**src/logic/crfc_pkg.sv**
```systemverilog
// Shared constants for the clock ratio frequency counter
package crfc_pkg;

  // Register addresses
  localparam logic [15:0] CTRL_ADDR = 16'h009B;
  localparam logic [15:0] INTERVAL_ADDR = 16'h009D;
  localparam logic [15:0] COUNT_ADDR = 16'h4008;

  // Control register fields
  localparam int DONE_BIT = 7;
  localparam int BUSY_BIT = 6;
  localparam int SEL_BIT = 5;
  localparam int MODE_MSB = 2;
  localparam int MODE_LSB = 0;

  // Reset values
  localparam logic [7:0] CTRL_RST = 8'h00;
  localparam logic [7:0] INTERVAL_RST = 8'h00;

  // Widths
  localparam int MODE_W = 3;
  localparam int IVL_W = 6;
  localparam int CNT_W = 23;
  localparam int IVL_CNT_W = 24;

  // Interval field limit above which one cycle is used
  localparam logic [5:0] IVL_MAX = 6'h2B;
  localparam logic [23:0] IVL_BASE_EVEN = 24'h000002;
  localparam logic [23:0] IVL_BASE_ODD = 24'h000003;
  localparam logic [23:0] IVL_FORCED = 24'h000001;

  // Interval clock source codes
  localparam logic [2:0] MODE_OFF = 3'h0;
  localparam logic [2:0] MODE_REF = 3'h1;
  localparam logic [2:0] MODE_OSC = 3'h2;
  localparam logic [2:0] MODE_SYS = 3'h3;
  localparam logic [2:0] MODE_XO = 3'h4;
  localparam logic [2:0] MODE_SLEEP = 3'h6;

  typedef enum logic [1:0] {ST_IDLE, ST_WAIT, ST_RUN} crfc_state_t;

endpackage

```
**src/logic/crfc_edge_if.sv**
```systemverilog
// Carrier between a raw clock sample and its synchronised rising edge
`timescale 1ns/1ps
`default_nettype none
interface crfc_edge_if;
  logic raw;
  logic rise;
  modport src (output raw, input rise);
  modport sink (input raw, output rise);
endinterface
`default_nettype wire

```
**src/logic/crfc_edge_sync.sv**
```systemverilog
// Two-flop synchroniser with rising edge detector
`timescale 1ns/1ps
`default_nettype none
module crfc_edge_sync (
  input wire logic clk,
  input wire logic rst,
  crfc_edge_if.sink edge_io
);
  logic meta_ff;
  logic sync_ff;
  logic last_ff;

  // Only the second stage reads the first
  // History held high in reset: a pin already high gives no edge
  always_ff @(posedge clk) begin
    meta_ff <= edge_io.raw;
    sync_ff <= meta_ff;
    last_ff <= rst ? 1'b1 : sync_ff;
  end

  assign edge_io.rise = sync_ff & ~last_ff;
endmodule
`default_nettype wire

```
**src/logic/crfc_top.sv**
```systemverilog
// Clock ratio frequency counter with its register slave
`timescale 1ns/1ps
`default_nettype none
module crfc_top (
  input wire logic clk,
  input wire logic rst,
  input wire logic [15:0] sfr_addr,
  input wire logic sfr_wr,
  input wire logic sfr_rd,
  input wire logic [7:0] sfr_wdata,
  output logic [7:0] sfr_rdata,
  input wire logic ref_clk_gpio,
  input wire logic osc_clk,
  input wire logic sys_div_clk,
  input wire logic crystal_clock,
  input wire logic sleep_timer_clk,
  input wire logic lc_oscillator_clock,
  input wire logic divider_clock,
  output logic measure_complete_flag,
  output logic lc_count_enable,
  output logic div_count_enable
);

  // Register state
  logic [2:0] interval_source_mode_ff;
  logic counted_clock_select_ff;
  logic measure_complete_flag_ff;
  logic [5:0] measure_interval_setting_ff;
  logic [22:0] main_event_counter_ff;
  logic [23:0] ivl_cnt_ff;
  logic [7:0] rdata_ff;
  logic lc_en_ff;
  logic div_en_ff;
  crfc_pkg::crfc_state_t state_ff;

  // Next values
  crfc_pkg::crfc_state_t nxt_state;
  logic [2:0] nxt_mode;
  logic nxt_sel;
  logic nxt_done;
  logic [5:0] nxt_interval;
  logic [22:0] nxt_count;
  logic [23:0] nxt_ivl_cnt;
  logic [7:0] nxt_rdata;

  // Register decode
  wire ctrl_sel = (sfr_addr == crfc_pkg::CTRL_ADDR);
  wire ivl_sel = (sfr_addr == crfc_pkg::INTERVAL_ADDR);
  wire ctrl_wr = sfr_wr && ctrl_sel;
  wire ivl_wr = sfr_wr && ivl_sel;
  wire [2:0] wr_mode = sfr_wdata[crfc_pkg::MODE_MSB:crfc_pkg::MODE_LSB];
  wire trigger = ctrl_wr && sfr_wdata[crfc_pkg::BUSY_BIT];
  wire trig_ok = trigger && (wr_mode != crfc_pkg::MODE_OFF);
  wire mode_off = (interval_source_mode_ff == crfc_pkg::MODE_OFF);
  wire mode_kill = ctrl_wr ? (wr_mode == crfc_pkg::MODE_OFF) : mode_off;
  wire busy = (state_ff != crfc_pkg::ST_IDLE);

  // Every pin crosses two flops before any selector sees it
  wire [6:0] pin_raw = {divider_clock, lc_oscillator_clock,
    sleep_timer_clk, crystal_clock, sys_div_clk, osc_clk, ref_clk_gpio};
  wire [6:0] pin_rise;

  for (genvar gi = 0; gi < 7; gi++) begin : g_pin_sync
    crfc_edge_if pin_edge ();
    assign pin_edge.raw = pin_raw[gi];
    assign pin_rise[gi] = pin_edge.rise;
    crfc_edge_sync u_sync (
      .clk(clk),
      .rst(rst),
      .edge_io(pin_edge.sink)
    );
  end

  // Interval clock selector
  wire ivl_rise =
    (interval_source_mode_ff == crfc_pkg::MODE_REF) ? pin_rise[0] :
    (interval_source_mode_ff == crfc_pkg::MODE_OSC) ? pin_rise[1] :
    (interval_source_mode_ff == crfc_pkg::MODE_SYS) ? pin_rise[2] :
    (interval_source_mode_ff == crfc_pkg::MODE_XO) ? pin_rise[3] :
    (interval_source_mode_ff == crfc_pkg::MODE_SLEEP) ? pin_rise[4] :
    1'b0;

  // Counted clock selector, quiet while disabled
  wire cnt_rise = mode_off ? 1'b0 :
    (counted_clock_select_ff ? pin_rise[6] : pin_rise[5]);

  // Interval length
  wire [23:0] ivl_base = measure_interval_setting_ff[0] ?
    crfc_pkg::IVL_BASE_ODD : crfc_pkg::IVL_BASE_EVEN;
  wire [23:0] ivl_shift = ivl_base << measure_interval_setting_ff[5:1];
  wire ivl_over = (measure_interval_setting_ff > crfc_pkg::IVL_MAX);
  wire [23:0] ivl_target = ivl_over ? crfc_pkg::IVL_FORCED : ivl_shift;
  wire [23:0] ivl_cnt_inc = ivl_cnt_ff + 24'h000001;
  wire ivl_last = (ivl_cnt_inc == ivl_target);
  wire in_run = (state_ff == crfc_pkg::ST_RUN);
  wire finish = in_run && ivl_rise && ivl_last;
  wire done_set = finish && !trig_ok && !mode_kill;

  // Sequencer
  always_comb begin
    nxt_state = state_ff;
    unique case (state_ff)
      crfc_pkg::ST_IDLE: nxt_state = state_ff;
      crfc_pkg::ST_WAIT: if (ivl_rise) nxt_state = crfc_pkg::ST_RUN;
      crfc_pkg::ST_RUN: if (finish) nxt_state = crfc_pkg::ST_IDLE;
    endcase
    if (mode_kill) begin
      nxt_state = crfc_pkg::ST_IDLE;
    end
    if (trig_ok) begin
      nxt_state = crfc_pkg::ST_WAIT;
    end
  end

  // Interval edge counter
  assign nxt_ivl_cnt = !in_run ? 24'h000000 :
    (ivl_rise ? ivl_cnt_inc : ivl_cnt_ff);

  // Main counter, cleared on restart or disable
  assign nxt_count = (trig_ok || mode_kill) ? 23'h000000 :
    ((in_run && cnt_rise) ? main_event_counter_ff + 23'h000001 :
    main_event_counter_ff);

  // Control fields; bits 4:3 are not stored
  assign nxt_mode = ctrl_wr ? wr_mode : interval_source_mode_ff;
  assign nxt_sel = ctrl_wr ? sfr_wdata[crfc_pkg::SEL_BIT] :
    counted_clock_select_ff;
  assign nxt_interval = ivl_wr ? sfr_wdata[5:0] : measure_interval_setting_ff;

  // Done flag: hardware set wins over a software clear, unless that write disables or restarts
  assign nxt_done = done_set ? 1'b1 :
    (ctrl_wr ? (sfr_wdata[crfc_pkg::DONE_BIT] & ~trigger) :
    measure_complete_flag_ff);

  // Read data
  wire [31:0] count_word = {9'h000, main_event_counter_ff};
  wire [7:0] ctrl_rd = {measure_complete_flag_ff, busy,
    counted_clock_select_ff, 2'h0, interval_source_mode_ff};
  wire [7:0] ivl_rd = {2'h0, measure_interval_setting_ff};
  wire [15:0] cnt_off = sfr_addr - crfc_pkg::COUNT_ADDR;
  wire cnt_hit = (cnt_off[15:2] == 14'h0000);
  wire [7:0] cnt_rd = (cnt_off[1:0] == 2'h0) ? count_word[31:24] :
    (cnt_off[1:0] == 2'h1) ? count_word[23:16] :
    (cnt_off[1:0] == 2'h2) ? count_word[15:8] :
    count_word[7:0];
  assign nxt_rdata = !sfr_rd ? 8'h00 :
    ctrl_sel ? ctrl_rd :
    ivl_sel ? ivl_rd :
    cnt_hit ? cnt_rd : 8'h00;

  always_ff @(posedge clk) begin
    if (rst) begin
      state_ff <= crfc_pkg::ST_IDLE;
      ivl_cnt_ff <= 24'h000000;
      main_event_counter_ff <= 23'h000000;
    end else begin
      state_ff <= nxt_state;
      ivl_cnt_ff <= nxt_ivl_cnt;
      main_event_counter_ff <= nxt_count;
    end
  end

  always_ff @(posedge clk) begin
    if (rst) begin
      interval_source_mode_ff <= crfc_pkg::CTRL_RST[2:0];
      counted_clock_select_ff <= crfc_pkg::CTRL_RST[5];
      measure_complete_flag_ff <= crfc_pkg::CTRL_RST[7];
      measure_interval_setting_ff <= crfc_pkg::INTERVAL_RST[5:0];
    end else begin
      interval_source_mode_ff <= nxt_mode;
      counted_clock_select_ff <= nxt_sel;
      measure_complete_flag_ff <= nxt_done;
      measure_interval_setting_ff <= nxt_interval;
    end
  end

  // Output flops
  always_ff @(posedge clk) begin
    if (rst) begin
      rdata_ff <= 8'h00;
      lc_en_ff <= 1'b0;
      div_en_ff <= 1'b0;
    end else begin
      rdata_ff <= nxt_rdata;
      lc_en_ff <= (nxt_mode != crfc_pkg::MODE_OFF) && !nxt_sel;
      div_en_ff <= (nxt_mode != crfc_pkg::MODE_OFF) && nxt_sel;
    end
  end

  assign sfr_rdata = rdata_ff;
  assign measure_complete_flag = measure_complete_flag_ff;
  assign lc_count_enable = lc_en_ff;
  assign div_count_enable = div_en_ff;
endmodule
`default_nettype wire

```
**config.mk**
```make
export PLATFORM = sky130hd
export DESIGN_NAME = crfc_top
export DESIGN_NICKNAME = d
export VERILOG_FILES = /design/src/logic/crfc_pkg.sv /design/src/logic/crfc_edge_if.sv /design/src/logic/crfc_edge_sync.sv /design/src/logic/crfc_top.sv
export SDC_FILE = /design/constraint.sdc
export NUM_CORES = 1
export LEC_CHECK = 0
export BUFFER_PORTS_ARGS = -buffer_cell sky130_fd_sc_hd__buf_2
export CAP_MARGIN = 20
export CORE_UTILIZATION = 59
export CTS_CLUSTER_SIZE = 8
export DETAILED_ROUTE_END_ITERATION = 16
export GPL_ROUTABILITY_DRIVEN = 0
export GPL_TIMING_DRIVEN = 0
export HOLD_SLACK_MARGIN = 0.1
export PLACE_DENSITY = 0.9
export SLEW_MARGIN = 20
export SYNTH_ARGS = -nofsm -noshare
export SYNTH_HDL_FRONTEND = slang
export SYNTH_SLANG_ARGS = --single-unit
```
**constraint.sdc**
```tcl
create_clock -name clk -period 3.4 [get_ports clk]
set_input_delay 0.34 -clock clk [delete_from_list [all_inputs] [get_ports clk]]
set_output_delay 0.34 -clock clk [all_outputs]
set_load 0.01 [all_outputs]
```
### Word level (Yosys, flattened, before mapping)

Index checks and enable logic that the tools add are counted.

* bits of input ports: 35
* register bits: 91
* output and inout bits: 11
* word-level logic and storage cells: 130

* reduce and logical (&&, ||, !) cells: 31
* bitwise logic cells: 19
* shifts and indexed selects: 1
* equality and inequality tests: 17
* $lt $le $gt $ge: 1
* $add $sub $neg: 3
* mux-type cells: 25

Operators by type and width (number)
* 8-bit two-way mux: 6
* 16-bit by 8-bit equality test with 1-bit output (second input constant): 2
* 24-bit by 1-bit adder with 24-bit output (second input constant): 1
* 24-bit equality test: 1
* 24-bit two-way mux: 1
* 2-bit by 5-bit left shift with 24-bit output: 1
* 23-bit by 1-bit adder with 23-bit output (second input constant): 1
* 16-bit by 15-bit subtractor with 16-bit output (second input constant): 1
* 14-bit zero test: 1
* 1-bit two-way mux: 14
* 1-bit logical AND: 11
* 1-bit NOT: 11
* 1-bit AND: 8
* 3-bit by 2-bit equality test with 1-bit output (second input constant): 2
* 3-bit equality test (second input constant): 2
* 6-bit greater-than comparator (second input constant): 1
* 3-bit zero test: 2
* 3-bit AND reduction: 2
* 3-bit nonzero test: 2
* 2-bit OR reduction: 3
* 3-bit OR reduction: 2
* 2-bit by 1-bit equality test with 1-bit output (second input constant): 2
* 2-bit equality test (second input constant): 2
* 2-bit zero test: 2
* other kinds (12): 16

### Longest topological paths before layout

Gate-level depths: netlist of the first run.

* depth after elaboration: 13
* depth in mapped cells: 10
* mapped depth without buffers: 9

### Cells and area by module

A second synthesis of the first run with hierarchy kept.

* cell total of the unflattened synthesis: 601
* area total of the unflattened synthesis: 4947.2 sq um

Modules (own cells, without submodules)
* crfc_top: seq. area each 1401.3 sq um, area an instance 4439.3 sq um, instances 1, cells an instance 566
* crfc_edge_sync: seq. area each 60.1 sq um, area an instance 72.6 sq um, instances 7, cells an instance 5

### Worst setup path before layout of the first run

OpenSTA, ideal clock, no wires.

* path kind: flip-flop to flip-flop
* start point: reg ivl_cnt_ff[0]
* end point: reg measure_complete_flag_ff (netlist: measure_complete_flag)
* data required time: 3.325 ns
* path slack: 0.470 ns
* clock period less this slack: 2.930 ns
* data arrival time: 2.855 ns
* path buffers: 0
* library setup time: 0.075 ns
* cell stages (with the launch flop): 10
* cell sequence: dfxtp_1 -> ha_1 -> nand3_1 -> nor3_1 -> nand2_1 -> xnor2_1 -> nand4_1 -> or4_1 -> or4_1 -> o22ai_1

* cells in the longest elaborated chain, start to end: 6
* elaborated cells on any way between the ends: 7
* those cells by class: add/sub (1); eq/ne (1); mux (1); reduce/logical (4)

Ends and longest elaborated chain
* start: declaration: RTL line crfc_top.sv:30 `logic [23:0] ivl_cnt_ff;`
* start signal: assignment: RTL line crfc_top.sv:158 `ivl_cnt_ff <= nxt_ivl_cnt;`
* 24-bit by 1-bit adder with 24-bit output (*): RTL line crfc_top.sv:93 `wire [23:0] ivl_cnt_inc = ivl_cnt_ff + 24'h000001;`
* 24-bit equality test (*): RTL line crfc_top.sv:94 `wire ivl_last = (ivl_cnt_inc == ivl_target);`
* 1-bit logical AND (*): RTL line crfc_top.sv:96 `wire finish = in_run && ivl_rise && ivl_last;`
* 1-bit logical AND (*) (2 in series): RTL line crfc_top.sv:97 `wire done_set = finish && !trig_ok && !mode_kill;`
* 1-bit two-way mux / 2-bit nonzero test (equally long branches)
* end signal: assignment: RTL line crfc_top.sv:167 `measure_complete_flag_ff <= crfc_pkg::CTRL_RST[7];`
* end signal: assignment: RTL line crfc_top.sv:172 `measure_complete_flag_ff <= nxt_done;`
* end: declaration: RTL line crfc_top.sv:27 `logic measure_complete_flag_ff;`

Every way passes the cells marked *; elsewhere a longest branch is shown, timed or not.
A chain may end at the register's enable or synchronous reset.

### Worst setup path after layout of the first run

Ends and elaborated chain as after synthesis.

==> run summary, run 1 <==
status - finished, final reports clean
Pre-antenna DRT Iters - 5
Total Nets Final - 674
crit path DAT - 3.58 ns
Worst-path clk slew - 0.10 ns
Initial Util - 0.608
top cells by count, synth - 91 x dfxtp_1, 89 x nor2_1, 59 x nand2_1, 41 x xor2_1, 39 x xnor2_1
maximum clock path buffer count - 2
Routed WL - 12.0 mm
CTS tree - done
worst slew pin tran - 0.908 ns
most frequent cell after synthesis - dfxtp_1
overall die height - 91.2 um
f_max - 305 MHz
CTS Buf Count - 9
Final period util - 0.965
Tmin final - 3.28 ns
async set-reset flop share out of synthesis - 0
area delta synth->final - 14.4%
Post-DRT Antenna Nets - 0
number of global-route vias before repair - 4439
Die ar. - 8320 um2
layout cell share with drive strength beyond 1 - 0.142
clock sink count - 91
Core Util, Final - 0.695
Via Count - 4512
Area contributors post-synth - dfxtp_1 39%, xor2_1 7.6%, xnor2_1 7.3%, nor2_1 7.1%, nand2_1 4.7%
antenna violations before repair - 0
slew margin rel. - 0.379
Distinct cells, synth - 53
Port Buf Inserts - 42
Inserted Diodes - 0
first-pass GRT wire length - 20.1 mm
fill count - 588
Sw Pwr - 0.000481 W
Die W - 91.2 um
Reg power frac - 0.555
final-report hold violation count - 0
Final Skew - 0.0187 ns
cell area after synthesis - 4700 um2
io pins - 46
sequential area share after synthesis - 0.388
worst vdd ir - 300 uV
Yosys reg bits - 91
Pwr per Cell Area - 363 nW/um2
MaxCap Viol Count - 0
Cell Int Power - 0.00147 W
Design Power - 0.00195 W
CP Capture Type - flop
cell taking the most area after synthesis - dfxtp_1
largest net degree at the start of global routing - 19
critical path peak fanout - 6
Synth Flop Type - dfxtp_1
YS warnings - 0
gr ovfl total - 0
DP Wirelength - 8.50 mm
Hold WC Path Type - input pin to flop
Root Driver - clkbuf_8
cell count after synthesis - 576
Core Region - 7730 um2
Leak - 1.87 nW
syn nets - 614
Logic pwr share - 0.029
number of synthesized flops with an enable pin - 0
H-tree levels - 3
# rows - 32
type of origin of the critical path - flop
CP required - 3.70 ns
sw frac - 0.247
Final Slew Violations - 0
detail-routed via count per cell - 6.07
Post-CTS Setup Bufs - 0
DR iter-0 viols - 412
kind of critical path - flop to flop
post-synth top area share - 0.388
syn avg cell area - 8.16 um2
Final setup viols - 0
wire per inst - 16.2 um
worst skew pair latency - 0.38 ns
gr usage total - 0.299
unrepaired setup endpoints after global routing - no
final routed DRC violation total - 0
clock power share - 0.416
worst paths after layout:
path | start | to | slack (ns) | cells past startpoint
setup / recovery | ivl_cnt_ff[0] | measure_complete_flag | 0.12 | 9
hold / removal | sfr_wdata[3] | measure_interval_setting_ff[3] | 0.21 | 3
setup reg to reg | ivl_cnt_ff[0] | measure_complete_flag | 0.12 | 9
hold reg to reg | g_pin_sync[6].u_sync.meta_ff | g_pin_sync[6].u_sync.sync_ff | 0.34 | 0
through the flow:
step                hold WS (ns)  instances  cell area [um2]  setup TNS, ns  setup slack, ns
detailed placement         0.313        720             5040        -0.0291          -0.0291
global route               0.207        743             5370              0           0.0217
floorplan                  0.310        576             4700              0            0.470
finish                     0.215        743             5370              0            0.117
global placement           0.311        720             5040              0           0.0687
CTS                        0.212        743             5340              0            0.121
layout by cell type, fill, tap and decap left out, drive strengths merged, types with 3 or more instances in the layout:
| master | netlist | routed |
|---|---|---|
| and2 | 5 | 5 |
| buf | 6 | 48 |
| xnor2 | 39 | 39 |
| nand4 | 22 | 22 |
| inv | 8 | 11 |
| mux2 | 7 | 7 |
| a221oi | 4 | 4 |
| a211oi | 5 | 5 |
| nor2b | 9 | 9 |
| ha | 3 | 3 |
| or2 | 6 | 6 |
| nand2b | 7 | 7 |
| nand3 | 25 | 25 |
| or3 | 5 | 5 |
| xor2 | 41 | 41 |
| o21ai | 8 | 8 |
| a22oi | 8 | 8 |
| nor4 | 8 | 8 |
| nand2 | 59 | 59 |
| dfxtp | 91 | 91 |
| nor2 | 89 | 89 |
| dlygate4sd3 | 0 | 7 |
| a21boi | 3 | 3 |
| nor3 | 22 | 22 |
| mux2i | 7 | 7 |
| a21oi | 20 | 20 |
| or4 | 6 | 6 |
| clkbuf | 28 | 37 |
| and3 | 3 | 3 |
| nand3b | 5 | 5 |
power groups by stage:
stage	Clock, W	Combinational, W	Sequential (W)
2_1_floorplan	0	0.0000233	0.00111
3_3_place_gp	0	0.0000476	0.00111
3_5_place_dp	0	0.0000494	0.00111
4_1_cts	0.000809	0.0000562	0.00108
5_1_grt	0.000851	0.0000618	0.00108
6_report	0.000810	0.0000568	0.00108
per-layer routing:
metal,up-vias,track usage,part of all wire
met2,262,0.509,0.49
li1,2115,-,-
met5,-,0,0
met4,0,0.189,0.051
met1,2071,0.336,0.39
met3,64,0.0720,0.073
layout make-up:
| type | count | area (um2) | share of cell area |
|---|---|---|---|
| plain buffers | 34 | 139 | 0.0258 |
| multi-input cells | 443 | 2760 | 0.513 |
| clock buffers | 9 | 124 | 0.0231 |
| repair buffers | 49 | 280 | 0.0522 |
| clock inverters | 7 | 93.8 | 0.0175 |
| well taps | 102 | 128 | 0.0238 |
| inverters | 8 | 30.0 | 0.00559 |
| flip-flops and latches | 91 | 1820 | 0.339 |
state kept, by name (all words and copies together), names as in the netlist, 3 cells and up:
register and flops:
main_event_counter_ff 23, g_pin_sync.u_sync.meta_ff 7, measure_interval_setting_ff 6, g_pin_sync.u_sync.sync_ff 7, g_pin_sync.u_sync.last_ff 7, ivl_cnt_ff 24, interval_source_mode_ff 3, sfr_rdata 8
worst max-delay path: stages, from the launching register on:
cell and delay [ns]:
dfxtp_1 0.47, ha_1 0.29, nand3_2 0.24, nor3_2 0.32, xor2_1 0.28, xnor2_1 0.15
nand4_1 0.10, or4_1 0.59, or4_1 0.59, o22ai_1 0.18
kinds of logic after synthesis:
logic type	synth area share
buf+inv	0.0357
flops	0.388
xor+xnor	0.149
mux	0.0317
compound gates	0.0935
simple gates	0.294
fa+ha+maj	0.00799
what timing repair did:
action,4_1_cts,5_1_grt
hold buffers,7,0
endpoints found under the hold margin,7,0
setup endpoints to repair,1,2
gates resized for setup,2,7
Note: power is estimated with default switching activity, not from simulation.
==> run 2, diff against run 1 <==
Settings changed: CORE_UTILIZATION 59 to 60, CTS_BUF_LIST set to sky130_fd_sc_hd__clkbuf_4, PLACE_DENSITY 0.9 to 0.91.
==> run summary, run 2 (synthesized netlist as in run 1, its figures left out) <==
slew margin rel. - 0.319
largest net degree at the start of global routing - 20
crit path DAT - 3.62 ns
commonest non-fill, non-tap cell in the layout - dfxtp_1
overall die height - 90.5 um
area delta synth->final - 13.3%
layout cell share with drive strength beyond 1 - 0.143
Tmin final - 3.21 ns
CTS tree - done
# rows - 31
Routed WL - 12.4 mm
Post-DRT Antenna Nets - 0
clock sink count - 91
Via Count - 4572
maximum clock path buffer count - 2
Final setup viols - 0
Die ar. - 8190 um2
dpl cells - 717
Critical Path Slowest Stage Cell - or4_1
final-report hold violation count - 0
worst slew pin tran - 0.996 ns
max FFs per register - 24
fill count - 499
CP required - 3.81 ns
Root Driver - clkbuf_4
Final Skew - 0.0316 ns
Leak - 1.85 nW
Hold WC Path Type - input pin to flop
Initial Util - 0.634
number of global-route vias before repair - 4303
Inserted Diodes - 0
Port Buf Inserts - 42
antenna violations before repair - 0
Core Region - 7410 um2
Post-CTS Setup Bufs - 0
worst skew pair latency - 0.48 ns
io pins - 46
Final Slew Violations - 0
CTS Buf Count - 9
first-pass GRT wire length - 20.0 mm
Pwr per Cell Area - 331 nW/um2
final routed DRC violation total - 0
status - finished, final reports clean
Worst-path clk slew - 0.18 ns
gr usage total - 0.306
worst vdd ir - 451 uV
CP Capture Type - flop
DP Wirelength - 8.50 mm
kind of critical path - flop to flop
critical path peak fanout - 6
final std cells w/o fill - 742
type of origin of the critical path - flop
largest register by flop count - ivl_cnt_ff
DR iter-0 viols - 380
H-tree levels - 3
Core Util, Final - 0.719
wire per inst - 16.7 um
unrepaired setup endpoints after global routing - no
f_max - 312 MHz
commonest cells after routing, fill and taps aside - 91 x dfxtp_1, 89 x nor2_1, 59 x nand2_1
crit-path max cell delay - 0.59 ns
gr ovfl total - 0
crit path cell chain - nand3_1 > or3_1 > clkbuf_1 > or4_4 > a21boi_2 > a2bb2oi_1 > a311o_1 > or4_1 > o22ai_1
Die W - 90.5 um
MaxCap Viol Count - 0
detail-routed via count per cell - 6.16
Final period util - 0.944
Total Nets Final - 676
Pre-antenna DRT Iters - 6
run 2: path summary, 6_finish.rpt:
path                                                    from                             end  slack [ns]  cells past startpoint
worst max register to register                 ivl_cnt_ff[0]           measure_complete_flag        0.19                      9
worst max-delay path                           ivl_cnt_ff[0]           measure_complete_flag        0.19                      9
worst min-delay path                            sfr_wdata[5]  measure_interval_setting_ff[5]        0.13                      3
worst min register to register  g_pin_sync[1].u_sync.meta_ff    g_pin_sync[1].u_sync.sync_ff        0.33                      0
run 2: where the power goes:
part	internal (W)	total, W	switching [W]
logic	0.0000303	0.0000631	0.0000328
registers	0.00108	0.00109	0.00000455
clock network	0.000176	0.000617	0.000441
total	0.00129	0.00177	0.000478
run 2: layout make-up:
cell class	count	area [um2]	area share
buffer	34	139	0.0261
clock buffer	9	67.6	0.0127
clock inverter	7	80.1	0.0150
inverter	8	30.0	0.00564
multi-input combinational	443	2760	0.519
sequential	91	1820	0.342
tap	99	124	0.0233
timing repair buffer	51	300	0.0564
run 2: timing repair:
item                                    4_1_cts  5_1_grt
gates resized for setup                       1        9
cloned                                        0        0
pin swaps                                     0        0
endpoints found under the hold margin         9        0
endpoints found under the setup margin        1        2
hold buffers                                  9        0
run 2: through the flow:
step	TNS, ns	hold WS (ns)	power, W	setup slack, ns	area [um2]
final	0	0.125	0.00177	0.190	5330
after floorplan	0	0.310	0.00113	0.470	4700
after global routing	0	0.130	0.00182	0.00982	5330
after global placement	0	0.310	0.00115	0.0752	5030
after detailed placement	-0.000553	0.312	0.00116	-0.000553	5040
after CTS	0	0.115	0.00176	0.0492	5280
run 2: metal layers:
layer,routed length (um),global-route usage,up-vias
met5,0,0,-
met4,585,0.173,0
met3,1140,0.0909,71
met2,5900,0.506,298
met1,4750,0.351,2088
li1,-,-,2115
run 2: worst max-delay path: cells and delay by family, from the launching register on:
| family | cells | cell delay [ns] |
|---|---|---|
| buf+inv | 1 | 0.20 |
| simple gates | 4 | 1.75 |
| compound gates | 4 | 0.72 |
| flops | 1 | 0.49 |
==> run 3, diff against run 2 <==
Settings changed: PLACE_DENSITY 0.91 to 0.9, SYNTH_HIERARCHICAL set to 1.
==> run summary, run 3 <==
syn avg cell area - 8.23 um2
gr ovfl total - 0
f_max - 312 MHz
final-report hold violation count - 0
CP required - 3.72 ns
wire per inst - 16.0 um
# rows - 32
top cells by count, synth - 95 x nor2_1, 91 x dfxtp_1, 44 x nand2_1, 34 x nand3_1, 34 x xnor2_1
Tmin final - 3.20 ns
Post-DRT Antenna Nets - 0
worst skew pair latency - 0.47 ns
CTS Buf Count - 9
proportion of synthesized area in mux cells - 0.0473
largest register by flop count - ivl_cnt_ff
Sw Pwr - 0.000476 W
DR iter-0 viols - 446
Logic pwr share - 0.041
dpl cells - 748
Final Slew Violations - 0
final routed DRC violation total - 0
async set-reset flop share out of synthesis - 0
layout cell share with drive strength beyond 1 - 0.120
Total Nets Final - 702
Initial Util - 0.630
post-synth top area share - 0.368
GR Util met2 - 0.518
MaxCap Viol Count - 0
unrepaired setup endpoints after global routing - no
type of origin of the critical path - flop
number of global-route vias before repair - 4595
DP Wirelength - 8.74 mm
Leak - 1.91 nW
H-tree levels - 3
antenna violations before repair - 0
slew margin rel. - 0.359
gr usage total - 0.298
final std cells w/o fill - 771
status - finished, final reports clean
Final Skew - 0.0304 ns
max FFs per register - 24
CP Capture Type - flop
FF-to-FF Start - ivl_cnt_ff[3]
commonest cells after routing, fill and taps aside - 95 x nor2_1, 91 x dfxtp_1, 48 x buf_2
Final setup viols - 0
sequential area share after synthesis - 0.368
Root Driver - clkbuf_4
Worst-path clk slew - 0.18 ns
Core Region - 7850 um2
clock power share - 0.368
r2r setup slk - 0.20 ns
clock sink count - 91
maximum clock path buffer count - 2
first-pass GRT wire length - 20.5 mm
Area contributors post-synth - dfxtp_1 37%, nor2_1 7.2%, xnor2_1 6.0%, xor2_1 5.8%, mux2i_1 4.0%
Final period util - 0.941
Hold WC Path Type - input pin to flop
critical path peak fanout - 10
Yosys reg bits - 91
busiest grt layer - met2
GR Layer Usage met1 - 0.352
fill count - 579
CTS tree - done
simple-gate share of the synthesized area - 0.312
area delta synth->final - 12.1%
Synth Flop Type - dfxtp_1
post-synthesis xor/xnor area fraction - 0.123
area share of fa/ha/maj cells after synthesis - 0.00759
crit path capture - state_ff[1]
syn nets - 639
cell area after synthesis - 4950 um2
worst slew pin tran - 0.961 ns
Final TNS setup - 0 ns
kind of critical path - flop to flop
met3 usage - 0.0698
Pre-antenna DRT Iters - 6
number of synthesized flops with an enable pin - 0
Compound-Gate Fraction of Synth Area - 0.105
Die W - 92.8 um
detail-routed via count per cell - 6.10
Via Count - 4706
worst r2r path cells - 9
most frequent cell after synthesis - nor2_1
worst vdd ir - 285 uV
Port Buf Inserts - 45
Reg power frac - 0.591
io pins - 46
Inserted Diodes - 0
crit path DAT - 3.52 ns
largest net degree at the start of global routing - 19
Cell Int Power - 0.00136 W
Min Hold Slack - 0.127 ns
sw frac - 0.259
commonest non-fill, non-tap cell in the layout - nor2_1
largest family of logic cells by synthesized area - simple AND/OR/NAND/NOR gates
Die ar. - 8610 um2
cell taking the most area after synthesis - dfxtp_1
Routed WL - 12.3 mm
Core Util, Final - 0.707
Pwr per Cell Area - 331 nW/um2
overall die height - 92.8 um
Critical Path Source - ivl_cnt_ff[3]
cell count after synthesis - 601
Distinct cells, synth - 62
Design Power - 0.00184 W
YS warnings - 6
Reg-to-Reg End - state_ff[1]
[run 3: cell types whose count changed in the layout (fill, tap and decap cells not counted), sizes merged, moves of 7 or more]
cell / change
nand2: -15
nand4: -11
mux2i: +13
nand3: +9
and3: +9
nand2b: +7
a22oi: -8
nor2b: +9
a21oi: -7
xor2: -8
o22ai: +7
[run 3: cells by family after synthesis]
logic type,count (synthesis)
DFF,91
and+or+nand+nor,298
xor gates and xnor gates,68
muxes,23
buffers and inverters,42
AOI/OAI and AO/OA,76
adders and majority gates,3
[run 3: metrics by stage]
step | setup WS, ns | cell area (um2)
floorplan | 0.697 | 4950
finish | 0.199 | 5550
global placement | 0.318 | 5300
global route | 0.0267 | 5550
detailed placement | 0.158 | 5300
CTS | 0.104 | 5530
[run 3: area by class of cell]
class	count	area, um2	share of cell area
Buffer	31	143	0.0257
Clock buffer	9	67.6	0.0122
Clock inverter	7	93.8	0.0169
Inverter	11	41.3	0.00744
Multi-Input combinational cell	468	2960	0.533
Sequential cell	91	1820	0.328
Tap cell	102	128	0.0230
Timing Repair Buffer	52	295	0.0532
[run 3: power by group through the flow]
stage | Sequential [W] | Combinational (W) | Clock [W]
after floorplan | 0.00111 | 0.0000302 | 0
after global placement | 0.00111 | 0.0000615 | 0
after detailed placement | 0.00111 | 0.0000643 | 0
after CTS | 0.00108 | 0.0000715 | 0.000679
after global routing | 0.00109 | 0.0000799 | 0.000729
final | 0.00108 | 0.0000747 | 0.000676
[run 3: repair_timing]
action,4_1_cts,5_1_grt
hold buffers,7,0
endpoints found under the hold margin,7,0
endpoints found under the setup margin,0,1
setup buffers,0,0
resized for setup,0,1
[run 3: how the worst min path moves through the flow]
stage / start / endpoint / slack, ns / cells past startpoint
floorplan: g_pin_sync[0].u_sync/meta_ff / g_pin_sync[0].u_sync/sync_ff / 0.31 / 0
global placement: g_pin_sync[2].u_sync/meta_ff / g_pin_sync[2].u_sync/sync_ff / 0.31 / 0
detailed placement: g_pin_sync[1].u_sync/meta_ff / g_pin_sync[1].u_sync/sync_ff / 0.31 / 0
CTS: sfr_wdata[4] / measure_interval_setting_ff[4] / 0.12 / 3
global route: sfr_wdata[4] / measure_interval_setting_ff[4] / 0.13 / 3
finish: sfr_wdata[4] / measure_interval_setting_ff[4] / 0.13 / 3
[run 3: critical path: stages, from the launching register on]
cell and delay [ns]:
dfxtp_1 0.34, clkbuf_1 0.31, nand4_1 0.33, nor2_1 0.59, a211o_1 0.22, o2111ai_1 0.11
nor4_1 0.33, inv_1 0.10, nor4_1 0.56, a211oi_1 0.15
[run 3: layer usage]
metal	share of wire	routed length (um)	up-vias
li1	-	-	2237
met1	0.40	4970	2225
met2	0.50	6140	199
met3	0.069	848	45
met4	0.031	383	0
met5	0	0	-
